==> src/core/spf_consts.svh <==
// constants for the self-programming flash control block
`ifndef SPF_CONSTS_SVH
`define SPF_CONSTS_SVH
`define SPF_CSR_ADDR 6'h37
`define SPF_CSR_RESET 8'h00
`define SPF_BIT_IRQ_EN 7
`define SPF_BIT_BUSY 6
`define SPF_BIT_REEN 4
`define SPF_BIT_LOCK 3
`define SPF_BIT_PGWR 2
`define SPF_BIT_PGER 1
`define SPF_BIT_EN 0
`define SPF_PAT_REEN 5'h11
`define SPF_PAT_LOCK 5'h09
`define SPF_PAT_PGWR 5'h05
`define SPF_PAT_PGER 5'h03
`define SPF_PAT_FILL 5'h01
`define SPF_ARM_CYCLES 4
`define SPF_LPM_CYCLES 3
`define SPF_PC_WIDTH 14
`define SPF_PAGE_WORDS 64
`define SPF_NO_READ_WHILE_WRITE_SECTION_FIRST_PAGE 8'he0
`define SPF_CLK_HZ 20000000
`define SPF_PROG_MIN_US 3700
`define SPF_PROG_MAX_US 4500
`define SPF_PROG_CYCLES ((`SPF_PROG_MIN_US * (`SPF_CLK_HZ / 1000000)))
`endif

==> src/core/spf_pkg.sv <==
// types for the self-programming flash control block
package spf_pkg;
    typedef enum logic [2:0] {
        SPF_IDLE, SPF_ARMED, SPF_BUSY
    } spf_state_e;
    typedef enum logic [2:0] {
        SPF_OP_FILL, SPF_OP_ERASE, SPF_OP_WRITE, SPF_OP_LOCK, SPF_OP_REEN
    } spf_op_e;
    typedef struct packed {
        logic [5:0] addr;
        logic [7:0] wdata;
        logic wr;
        logic rd;
    } spf_reg_req_s;
    typedef struct packed {
        logic [15:0] z;
        logic [15:0] data;
        logic store;
        logic load;
    } spf_cpu_req_s;
    typedef struct packed {
        logic req;
        logic erase;
        logic [7:0] page;
    } spf_flash_op_s;
endpackage : spf_pkg

==> src/core/spf_ctrl.sv <==
// self-programming flash control: command arming, page buffer, busy tracking
//
// Overview of operation
// - top 32 pages are no-read-while-write, lower 224 pages read-while-write.
// - program counter is 14 bits, bit 13 most significant.
// - a page holds 64 words; low six counter bits pick the word.
// - erase and write take the page from pointer bits 14 to 7.
// - pointer bits 6 to 1 pick the buffer word; zero for page write.
// - pointer bit 15 is ignored by every operation.
// - ready interrupt asserts while enable, global flag set and enable clear.
// - erase or write of read-while-write section sets busy and blocks it.
// - busy clears on re-enable after completion or on a buffer fill.
// - re-enable plus store within four clocks reopens section, not while busy.
// - re-enable written during buffer loading discards all buffered data.
// - lock-set plus store within four clocks writes lock byte from low data.
// - load within three cycles of lock-set returns lock or fuse byte.
// - page-write plus store within four clocks writes buffer to page.
// - page-erase plus store within four clocks erases addressed page.
// - cpu stalls during erase or write aimed at no-read-while-write section.
// - enable alone plus store puts data pair into selected buffer word.
// - enable arms four clocks, clears on store or lapse, holds while busy.
// - only the five listed low-bit patterns take effect on a write.
// - each erase, write or lock write lasts within the programming time.
`timescale 1ns/100ps
`include "spf_consts.svh"

module spf_ctrl #(
    parameter int PROG_CYCLES = `SPF_PROG_CYCLES,
    parameter logic [7:0] FUSE_LOW = 8'hff,
    parameter logic [7:0] FUSE_HIGH = 8'hd9
) (
    // clock and reset
    input wire logic i_clk,
    input wire logic i_reset_n,
    // register port
    input wire spf_pkg::spf_reg_req_s i_reg,
    output logic [7:0] o_rdata,
    // cpu side
    input wire spf_pkg::spf_cpu_req_s i_cpu,
    input wire logic i_global_irq_en,
    input wire logic [1:0] i_boot_size_select,
    output logic o_cpu_stall,
    output logic o_ready_irq,
    output logic o_lpm_special,
    output logic [7:0] o_lpm_data,
    output logic o_rww_blocked,
    output logic [13:0] o_boot_reset_addr,
    // flash array side
    output spf_pkg::spf_flash_op_s o_flash_op,
    output logic [15:0] o_flash_wdata,
    output logic [5:0] o_flash_word,
    output logic o_lock_wr,
    output logic [7:0] o_lock_byte
);
    import spf_pkg::*;

    localparam int PW = $clog2(`SPF_PAGE_WORDS);

    spf_state_e state;
    spf_op_e op;
    logic irq_en;
    logic busy_flag;
    logic en_bit;
    logic [3:0] cmd_bits;
    logic [2:0] arm_cnt;
    logic [2:0] lpm_cnt;
    logic [31:0] prog_cnt;
    logic [7:0] lock_bits;
    logic [15:0] page_buf [`SPF_PAGE_WORDS];
    logic [`SPF_PAGE_WORDS-1:0] buf_valid;

    function automatic logic pattern_ok(input logic [4:0] p);
        return p == `SPF_PAT_REEN || p == `SPF_PAT_LOCK || p == `SPF_PAT_PGWR ||
               p == `SPF_PAT_PGER || p == `SPF_PAT_FILL;
    endfunction : pattern_ok

    // accepted low-bit pattern to the command that the next store carries out
    function automatic spf_op_e op_of(input logic [4:0] p);
        unique case (p)
            `SPF_PAT_REEN: return SPF_OP_REEN;
            `SPF_PAT_LOCK: return SPF_OP_LOCK;
            `SPF_PAT_PGWR: return SPF_OP_WRITE;
            `SPF_PAT_PGER: return SPF_OP_ERASE;
            default: return SPF_OP_FILL;
        endcase
    endfunction : op_of

    // pointer decode; bit 15 and bit 0 never reach the array
    wire [7:0] page_sel = i_cpu.z[14:7];
    wire [PW-1:0] word_sel = i_cpu.z[6:1];
    wire page_in_no_read_while_write_section = page_sel >= `SPF_NO_READ_WHILE_WRITE_SECTION_FIRST_PAGE;
    wire csr_sel = i_reg.addr == `SPF_CSR_ADDR;
    wire csr_wr = i_reg.wr && csr_sel;
    wire [4:0] wr_low = i_reg.wdata[4:0];
    // command writes ignored while an operation runs so the enable bit holds
    wire wr_take = csr_wr && pattern_ok(wr_low) && state != SPF_BUSY;
    wire armed = state == SPF_ARMED;
    wire store_hit = armed && i_cpu.store;
    wire arm_lapse = armed && arm_cnt == 3'(`SPF_ARM_CYCLES - 1) && !i_cpu.store;
    wire prog_done = state == SPF_BUSY && prog_cnt == PROG_CYCLES - 1;
    wire fill_hit = store_hit && op == SPF_OP_FILL;
    wire reen_hit = store_hit && op == SPF_OP_REEN;
    wire start_prog = store_hit && (op == SPF_OP_ERASE || op == SPF_OP_WRITE);
    wire start_lock = store_hit && op == SPF_OP_LOCK;
    wire loading = |buf_valid;
    // re-enable written mid-load drops the buffer
    wire buf_abort = wr_take && wr_low == `SPF_PAT_REEN && loading;
    wire buf_clear = buf_abort || (prog_done && op == SPF_OP_WRITE);
    wire [7:0] csr_value = {irq_en, busy_flag, 1'b0, cmd_bits, en_bit};
    wire lpm_window = lpm_cnt != 3'h0;
    wire [1:0] bsz = i_boot_size_select;
    // larger section for smaller code; top of 16k words
    wire [13:0] boot_start = (bsz == 2'h3) ? 14'h3f00 : (bsz == 2'h2) ? 14'h3e00 :
                             (bsz == 2'h1) ? 14'h3c00 : 14'h3800;

    always_ff @(posedge i_clk or negedge i_reset_n) begin
        if (!i_reset_n) begin
            state <= SPF_IDLE;
            op <= SPF_OP_FILL;
            arm_cnt <= 3'h0;
            prog_cnt <= '0;
        end else begin
            unique case (state)
                SPF_IDLE: begin
                    if (wr_take) begin
                        state <= SPF_ARMED;
                        arm_cnt <= 3'h0;
                        op <= op_of(wr_low);
                    end
                end
                SPF_ARMED: begin
                    arm_cnt <= arm_cnt + 3'h1;
                    if (start_prog || start_lock) begin
                        state <= SPF_BUSY;
                        prog_cnt <= '0;
                    end else if (store_hit) begin
                        state <= SPF_IDLE;
                    end else if (wr_take) begin
                        // a fresh write restarts the window with the new command
                        arm_cnt <= 3'h0;
                        op <= op_of(wr_low);
                    end else if (arm_lapse) begin
                        state <= SPF_IDLE;
                    end
                end
                SPF_BUSY: begin
                    prog_cnt <= prog_cnt + 32'h1;
                    if (prog_done) begin
                        state <= SPF_IDLE;
                    end
                end
                default: state <= SPF_IDLE;
            endcase
        end
    end

    // csr bits mirror the command state
    always_ff @(posedge i_clk or negedge i_reset_n) begin
        if (!i_reset_n) begin
            irq_en <= 1'b0;
            en_bit <= 1'b0;
            cmd_bits <= 4'h0;
        end else begin
            if (csr_wr) begin
                irq_en <= i_reg.wdata[`SPF_BIT_IRQ_EN];
            end
            if (wr_take) begin
                en_bit <= 1'b1;
                cmd_bits <= wr_low[4:1];
            end else if ((armed && (store_hit && !start_prog && !start_lock || arm_lapse))
                         || prog_done) begin
                en_bit <= 1'b0;
                cmd_bits <= 4'h0;
            end
        end
    end

    // busy: set wins over clear, clear by re-enable after completion or fill
    always_ff @(posedge i_clk or negedge i_reset_n) begin
        if (!i_reset_n) begin
            busy_flag <= 1'b0;
        end else if (start_prog && !page_in_no_read_while_write_section) begin
            busy_flag <= 1'b1;
        end else if (reen_hit || fill_hit) begin
            busy_flag <= 1'b0;
        end
    end

    // temporary page buffer
    generate
        for (genvar w = 0; w < `SPF_PAGE_WORDS; w++) begin : g_buf
            always_ff @(posedge i_clk or negedge i_reset_n) begin
                if (!i_reset_n) begin
                    page_buf[w] <= 16'hffff;
                    buf_valid[w] <= 1'b0;
                end else if (fill_hit && word_sel == PW'(w)) begin
                    page_buf[w] <= i_cpu.data;
                    buf_valid[w] <= 1'b1;
                end else if (buf_clear) begin
                    page_buf[w] <= 16'hffff;
                    buf_valid[w] <= 1'b0;
                end
            end
        end
    endgenerate

    // lock byte and special load window
    always_ff @(posedge i_clk or negedge i_reset_n) begin
        if (!i_reset_n) begin
            lock_bits <= 8'hff;
            lpm_cnt <= 3'h0;
        end else begin
            if (prog_done && op == SPF_OP_LOCK) begin
                lock_bits <= lock_bits & i_cpu.data[7:0];
            end
            if (wr_take && wr_low == `SPF_PAT_LOCK) begin
                lpm_cnt <= 3'(`SPF_LPM_CYCLES);
            end else if (lpm_window) begin
                lpm_cnt <= lpm_cnt - 3'h1;
            end
        end
    end

    // read data stands only in the cycle after the strobe; unmapped reads give zero
    wire [7:0] rd_value = (i_reg.rd && csr_sel) ? csr_value : 8'h00;
    // fuse bytes are fixed parameters; only the lock byte is writable here
    wire [7:0] lpm_byte = i_cpu.z[0] ? FUSE_HIGH : (i_cpu.z[1] ? FUSE_LOW : lock_bits);
    wire rww_start = start_prog && !page_in_no_read_while_write_section;
    wire no_read_while_write_section_start = start_prog && page_in_no_read_while_write_section;

    // register port and interrupt outputs
    always_ff @(posedge i_clk or negedge i_reset_n) begin
        if (!i_reset_n) begin
            o_rdata <= `SPF_CSR_RESET;
            o_ready_irq <= 1'b0;
            o_boot_reset_addr <= 14'h3800;
        end else begin
            o_rdata <= rd_value;
            o_ready_irq <= irq_en && i_global_irq_en && !en_bit;
            o_boot_reset_addr <= boot_start;
        end
    end

    // cpu side outputs
    always_ff @(posedge i_clk or negedge i_reset_n) begin
        if (!i_reset_n) begin
            o_cpu_stall <= 1'b0;
            o_lpm_special <= 1'b0;
            o_lpm_data <= 8'h00;
            o_rww_blocked <= 1'b0;
        end else begin
            // stall whole operation on the section the cpu runs
            if (no_read_while_write_section_start) begin
                o_cpu_stall <= 1'b1;
            end else if (prog_done) begin
                o_cpu_stall <= 1'b0;
            end
            o_lpm_special <= lpm_window && i_cpu.load;
            o_lpm_data <= lpm_byte;
            o_rww_blocked <= busy_flag || rww_start;
        end
    end

    // flash array side outputs
    always_ff @(posedge i_clk or negedge i_reset_n) begin
        if (!i_reset_n) begin
            o_flash_op <= '0;
            o_flash_wdata <= 16'h0000;
            o_flash_word <= 6'h00;
            o_lock_wr <= 1'b0;
            o_lock_byte <= 8'hff;
        end else begin
            o_flash_op.req <= start_prog;
            o_flash_op.erase <= op == SPF_OP_ERASE;
            if (start_prog) begin
                o_flash_op.page <= page_sel;
            end
            o_flash_wdata <= page_buf[word_sel];
            o_flash_word <= word_sel;
            o_lock_wr <= prog_done && op == SPF_OP_LOCK;
            o_lock_byte <= lock_bits;
        end
    end

endmodule : spf_ctrl

==> config.mk <==
export PLATFORM = sky130hd
export DESIGN_NAME = spf_ctrl
export DESIGN_NICKNAME = d
export VERILOG_FILES = /design/src/core/spf_pkg.sv /design/src/core/spf_ctrl.sv
export VERILOG_INCLUDE_DIRS = /design/src /design/src/core
export SDC_FILE = /design/constraint.sdc
export NUM_CORES = 2
export LEC_CHECK = 0
export ABC_AREA = 1
export BUFFER_PORTS_ARGS = -buffer_cell sky130_fd_sc_hd__clkbuf_2
export CORE_ASPECT_RATIO = 2
export CORE_UTILIZATION = 34
export CTS_CLUSTER_DIAMETER = 30
export CTS_CLUSTER_SIZE = 24
export DETAILED_ROUTE_END_ITERATION = 8
export PLACE_DENSITY_LB_ADDON = 0.12
export SYNTH_ARGS = -nofsm -noshare
export SYNTH_HDL_FRONTEND = slang
export SYNTH_SLANG_ARGS = --single-unit
==> constraint.sdc <==
create_clock -name i_clk -period 2.8 [get_ports i_clk]
set_clock_uncertainty 0.1 [all_clocks]
set_input_delay 0.56 -clock i_clk [delete_from_list [all_inputs] [get_ports i_clk]]
set_output_delay 0.56 -clock i_clk [all_outputs]
set_load 0.01 [all_outputs]
---- Yosys cells after proc, flatten, opt, wreduce, memory -nomap -nowiden ----
Index checks and enable logic that the tools add are counted.
W data, S select, Z words.
word-level totals
  bits in registers ....................... 1220
  bits of input ports ..................... 55
  output and inout bits ................... 75
  logic and storage cells ................. 599
operators by class
  $add $sub $neg .......................... 3
  $lt $le $gt $ge ......................... 2
  equality and inequality tests ........... 88
  muxes and demuxes ....................... 168
  bitwise logic cells ..................... 2
  reduce and logical (&&, ||, !) cells .... 184
operators by type and width
  operator                 count
  $mux W16                 67
  $eq A6 B6 Y1 const B     33
  $reduce_bool A2 Y1       70
  $bmux W16 S6             1
  $eq A6 B5 Y1 const B     16
  $logic_and A1 B1 Y1      89
  $mux W1                  71
  $pmux W32 S2             1
  $reduce_or A64 Y1        1
  $eq A6 B4 Y1 const B     8
  $mux W3                  15
  $mux W11                 3
  $add A32 B1 Y32 const B  1
  $eq A32 B17 Y1 const B   1
  $mux W32                 1
  $eq A6 B3 Y1 const B     4
  $mux W8                  3
  $eq A3 B2 Y1 const B     4
  $eq A6 B2 Y1 const B     2
  $pmux W3 S2              2
  $pmux W3 S4              1
  $logic_or A1 B1 Y1       11
  $pmux W3 S3              1
  $and A8 B8 Y8            1
  other kinds (28)         40

---- Logic depth before layout (Yosys ltp) ----
  depth after elaboration ................. 12
  gate-level depth with buffers ........... 14
  gate-level depth less buffers ........... 11

---- Least setup slack after synthesis ----
OpenSTA, ideal clock, no wires.
  path kind ............................... input-to-reg
  from .................................... input port i_cpu[20] (netlist bit)
  to ...................................... register o_flash_wdata[11]
  library setup time ...................... 0.065 ns
  arrival ................................. 1.929 ns
  required time ........................... 2.635 ns
  path slack .............................. 0.706 ns
  stages on the path ...................... 13
  buffers on the path ..................... 4
  cells stage by stage .................... buf_2 -> inv_2 -> buf_2 -> buf_1 -> clkbuf_1 -> nand2_1 -> nand3_1 -> nand2_1 -> nand2_1 -> nor2_1 -> nor2_1 -> nor2_1 -> nand2_1
between the ends
  cells in the longest elaborated chain, start to end .. 4
RTL lines
  what                                         RTL line         text
  start: declaration                           spf_ctrl.sv:39   input wire spf_pkg::spf_cpu_req_s i_cpu,
  $not A6 Y7 (implied by the code)             spf_ctrl.sv:278  o_flash_wdata <= page_buf[word_sel];
  $bmux W16 S6                                 spf_ctrl.sv:278
  $mux W16 (implied by the code) (2 in a row)  spf_ctrl.sv:278
  end signal: assignment                       spf_ctrl.sv:278
  end: declaration                             spf_ctrl.sv:50   output logic [15:0] o_flash_wdata,
Every way passes these cells. The select of a mux whose other input is x is not followed.
A chain may end at the register's enable or synchronous reset.

---- Worst setup path in the final report ----
  from .................................... register buf_valid[19]
  to ...................................... register buf_valid[60]
between the ends
  cells in the longest elaborated chain, start to end .. 4
RTL lines
  what                                 RTL line         text
  start: declaration                   spf_ctrl.sv:70   logic [`SPF_PAGE_WORDS-1:0] buf_valid;
  start signal: indexed assignment     spf_ctrl.sv:195  buf_valid[w] <= 1'b0;
  start signal: indexed assignment     spf_ctrl.sv:198  buf_valid[w] <= 1'b1;
  start signal: indexed assignment     spf_ctrl.sv:201  buf_valid[w] <= 1'b0;
  $reduce_or A64 Y1                    spf_ctrl.sv:105  wire loading = |buf_valid;
  $logic_and A1 B1 Y1                  spf_ctrl.sv:107  wire buf_abort = wr_take && wr_low == `SPF_PAT_REEN && loading;
  $logic_or A1 B1 Y1                   spf_ctrl.sv:108  wire buf_clear = buf_abort || (prog_done && op == SPF_OP_WRITE);
  $reduce_bool A2 Y1 (no source line)  -
Every way passes these cells.

==> results by group <==
Setup path
  • R2r worst-path depth: 11
  • Setup crit end kind: flop
  • Worst Path Max Fanout: 16
  • Kind of critical path: reg2reg
  • Crit path DAT: ~3400 ps
  • Critical path launch point type: flop
  • CP required: about 3500 ps

Final layout
  • Seq. cell area: 31560 um^2
  • Most frequent cells in the layout: 5255 x nand2_1, 1040 x dfstp_2, 1036 x nand4_1, 502 x buf_4, 307 x nor2_1
  • Multi-input logic area: 31420 um^2
  • Fraction of layout cells with a size suffix above 1: 0.2505
  • Fin area: ~83000 um^2
  • Final nets: just under 10000
  • Fin cells: between 10000 and 15000
  • FILL cells: slightly below 20000
  • Layout area overhead: 23.99%
  • Commonest non-fill, non-tap cell in the layout: nand2_1

STA
  • Worst Tran Pin Value: around 1000 ps
  • Final hold violation count: 0
  • Highest clock rate: between 0.3 and 0.4 GHz
  • Relative slew slack: 0.3217
  • Min cycle time layout: roughly 2700 ps
  • TNS Setup: 0 ps
  • Tcrit/Tclk final: 0.9650
  • Setup violations, final: 0
  • Slew Limit Fails: 0
  • RSZ-0062 raised after global routing: true

Clocking
  • Clk Latency, worst-skew pair: 900 ps
  • H-tree depth: 4
  • CTS sink count: approximately 1200
  • Worst-path clk slew: approximately 60 ps
  • TritonCTS clock tree: done
  • Root Buffer: clkbuf_16
  • TritonCTS Buffers: 234
  • Clock Tree Buf Depth: 4

GRT
  • GR Overflow Total: 0
  • Vias in the first global route: approximately 66000
  • First-pass GRT wire length: approximately 430 mm
  • Initial antenna violation count: 4
  • Largest net degree at the start of global routing: 118
  • Total Routing Usage GR: 0.2898

Outcome
  • Status: finished, final reports clean

Die
  • Number of cell rows: 230
  • Total die area: about 200000 um^2
  • Initial Util: 0.3428
  • Core box area: 196300 um^2
  • Io pins: between 100 and 150
  • Die width: approximately 320 um
  • Chip height: between 600 and 700 um

Placed design
  • Area after DPL: ~75000 um^2
  • Routability cong.: about 0.94
  • Number of instances in the placed design: 12009
  • HPWL after DPL: roughly 200 mm
  • PortBufs: 114

Min path
  • Worst hold stages: 3
  • Min-delay worst type: in2reg

Detailed routing
  • Routed wl met2: between 100 and 150 mm
  • WL met3: 15.01 mm
  • Vias/cell: ~5.3
  • WL per Instance: ~23 um
  • Met1 WL: 106.4 mm
  • Top Layer Used: met5
  • Vias: about 66000
  • Pre-Repair DR Iteration Count: 6
  • Antenna violation net count after detailed routing: 0
  • First DRT Iteration DRCs: between 5000 and 6000
  • Final wirelength: between 200 and 300 mm
  • DRC: 0

Pwr
  • Leakage: ~40 nW
  • Overall power: 51.26 mW
  • Peak VDD IR: roughly 530 uV
  • Power per cell area: a little over 600 nW/um^2

Synth
  • Yosys top cell area share: 0.4062
  • Synth Instances: between 9000 and 10000
  • Register area share after synthesis: 0.4690
  • Synthesis-stage register bit count: approximately 1200
  • Synthesized area per cell: between 7 and 8 um^2
  • Synth Cell Area: a little under 70000 um^2
  • Syn. warnings: 0
  • Main area contributors after synthesis: dfstp_2 41%, nand2_1 29%, nand4_1 9.6%
  • Post-synth top area cell: dfstp_2
  • Cell variety after synth: 36

Job
  • Max-cap violations: 0
-- per-stage QoR --
step	hold slack, ps	setup WS [ps]	utilization
2_1_floorplan	164.4	706.1	-
3_3_place_gp	255.4	-317.2	0.3813
3_5_place_dp	255.7	-331.7	0.3813
4_1_cts	6.750	0.5127	0.4243
5_1_grt	56.75	-8.854	0.4250
6_report	48.33	98.01	0.4250
-- timing repair --
item	4_1_cts	5_1_grt
buffers inserted	2	1
hold buffers	27	0
gates resized for setup	6	22
gates cloned	1	1
endpoints found under the hold margin	189	0
pin swaps	1	1
endpoints found under the setup margin	156	856
-- layer usage --
layer  up-vias  track usage
met5         -            0
met4         2       0.2279
met3       803      0.03801
met2      2482       0.4990
met1     31945       0.3189
li1      30936            -
-- synth_stat cells, drive strengths merged --
cell / instances
nor3: 52
dfrtp: 169
clkinv: 1
o22ai: 4
nand3: 268
o2bb2ai: 1
inv: 242
buf: 422
o211ai: 1
ha: 5
o21ai: 152
and3: 1
conb: 2
xor2: 6
dfstp: 1040
or2: 1
a22oi: 1
clkbuf: 332
nand4: 1036
nor2: 317
nand2: 5291
o31ai: 1
a21oi: 66
-- state kept, by name, summed over array words and instances, names as in the netlist, 4 cells and up --
name and cells:
o_lock_byte 8, cmd_bits 4, prog_cnt 32, lock_bits 8
o_flash_op 10, page_buf 1024, o_lpm_data 8, buf_valid 64
o_flash_word 6, o_rdata 7, o_flash_wdata 16
-- layout make-up --
type | instances | share of cell area
diodes | 2 | 0.00006000
repair buffers | 821 | 0.09781
inverters | 243 | 0.01165
multi-input cells | 7216 | 0.3767
clock buffers | 292 | 0.07779
flip-flops and latches | 1209 | 0.3783
clock inverters | 139 | 0.01947
well taps | 2552 | 0.03828
-- path summary, 6_finish.rpt --
| path | end | slack (ps) | startpoint |
|---|---|---|---|
| setup / recovery | buf_valid[60] | 100 | buf_valid[19] |
| hold / removal | o_rdata[2] | 50 | i_reg[0] |
| setup reg to reg | buf_valid[60] | 100 | buf_valid[19] |
| hold reg to reg | o_lock_byte[0] | 260 | lock_bits[0] |
| max in group asynchronous | page_buf[393] | 1290 | i_reset_n |
| min in group asynchronous | prog_cnt[23] | 70 | i_reset_n |
-- cells by family after synthesis --
| kind of cell | after synthesis | share of synthesized area |
|---|---|---|
| buf+inv | 997 | 0.06626 |
| flops | 1209 | 0.4690 |
| xor+xnor | 6 | 0.0007811 |
| fa+ha+maj | 5 | 0.0009299 |
| simple gates | 6966 | 0.4458 |
| compound gates | 226 | 0.01705 |
| other cells | 2 | 0.0001116 |
-- worst max-delay path, cell delays in order (launching register included) --
cell     delay (ps)
dfrtp_1         370
nor2_1          180
nand2_1         190
nor2_1          160
nand2_1         190
nor2_4          200
nand2_4         130
nand2_8         230
buf_4           230
nand2_4         110
buf_4           260
o21ai_0         200
-- report_power, final --
part | switching (mW) | internal, mW
logic | 3.05 | 1.06
clock network | 10.5 | 18.8
registers | 0.138 | 17.7
Note: power is estimated with default switching activity, not from simulation.
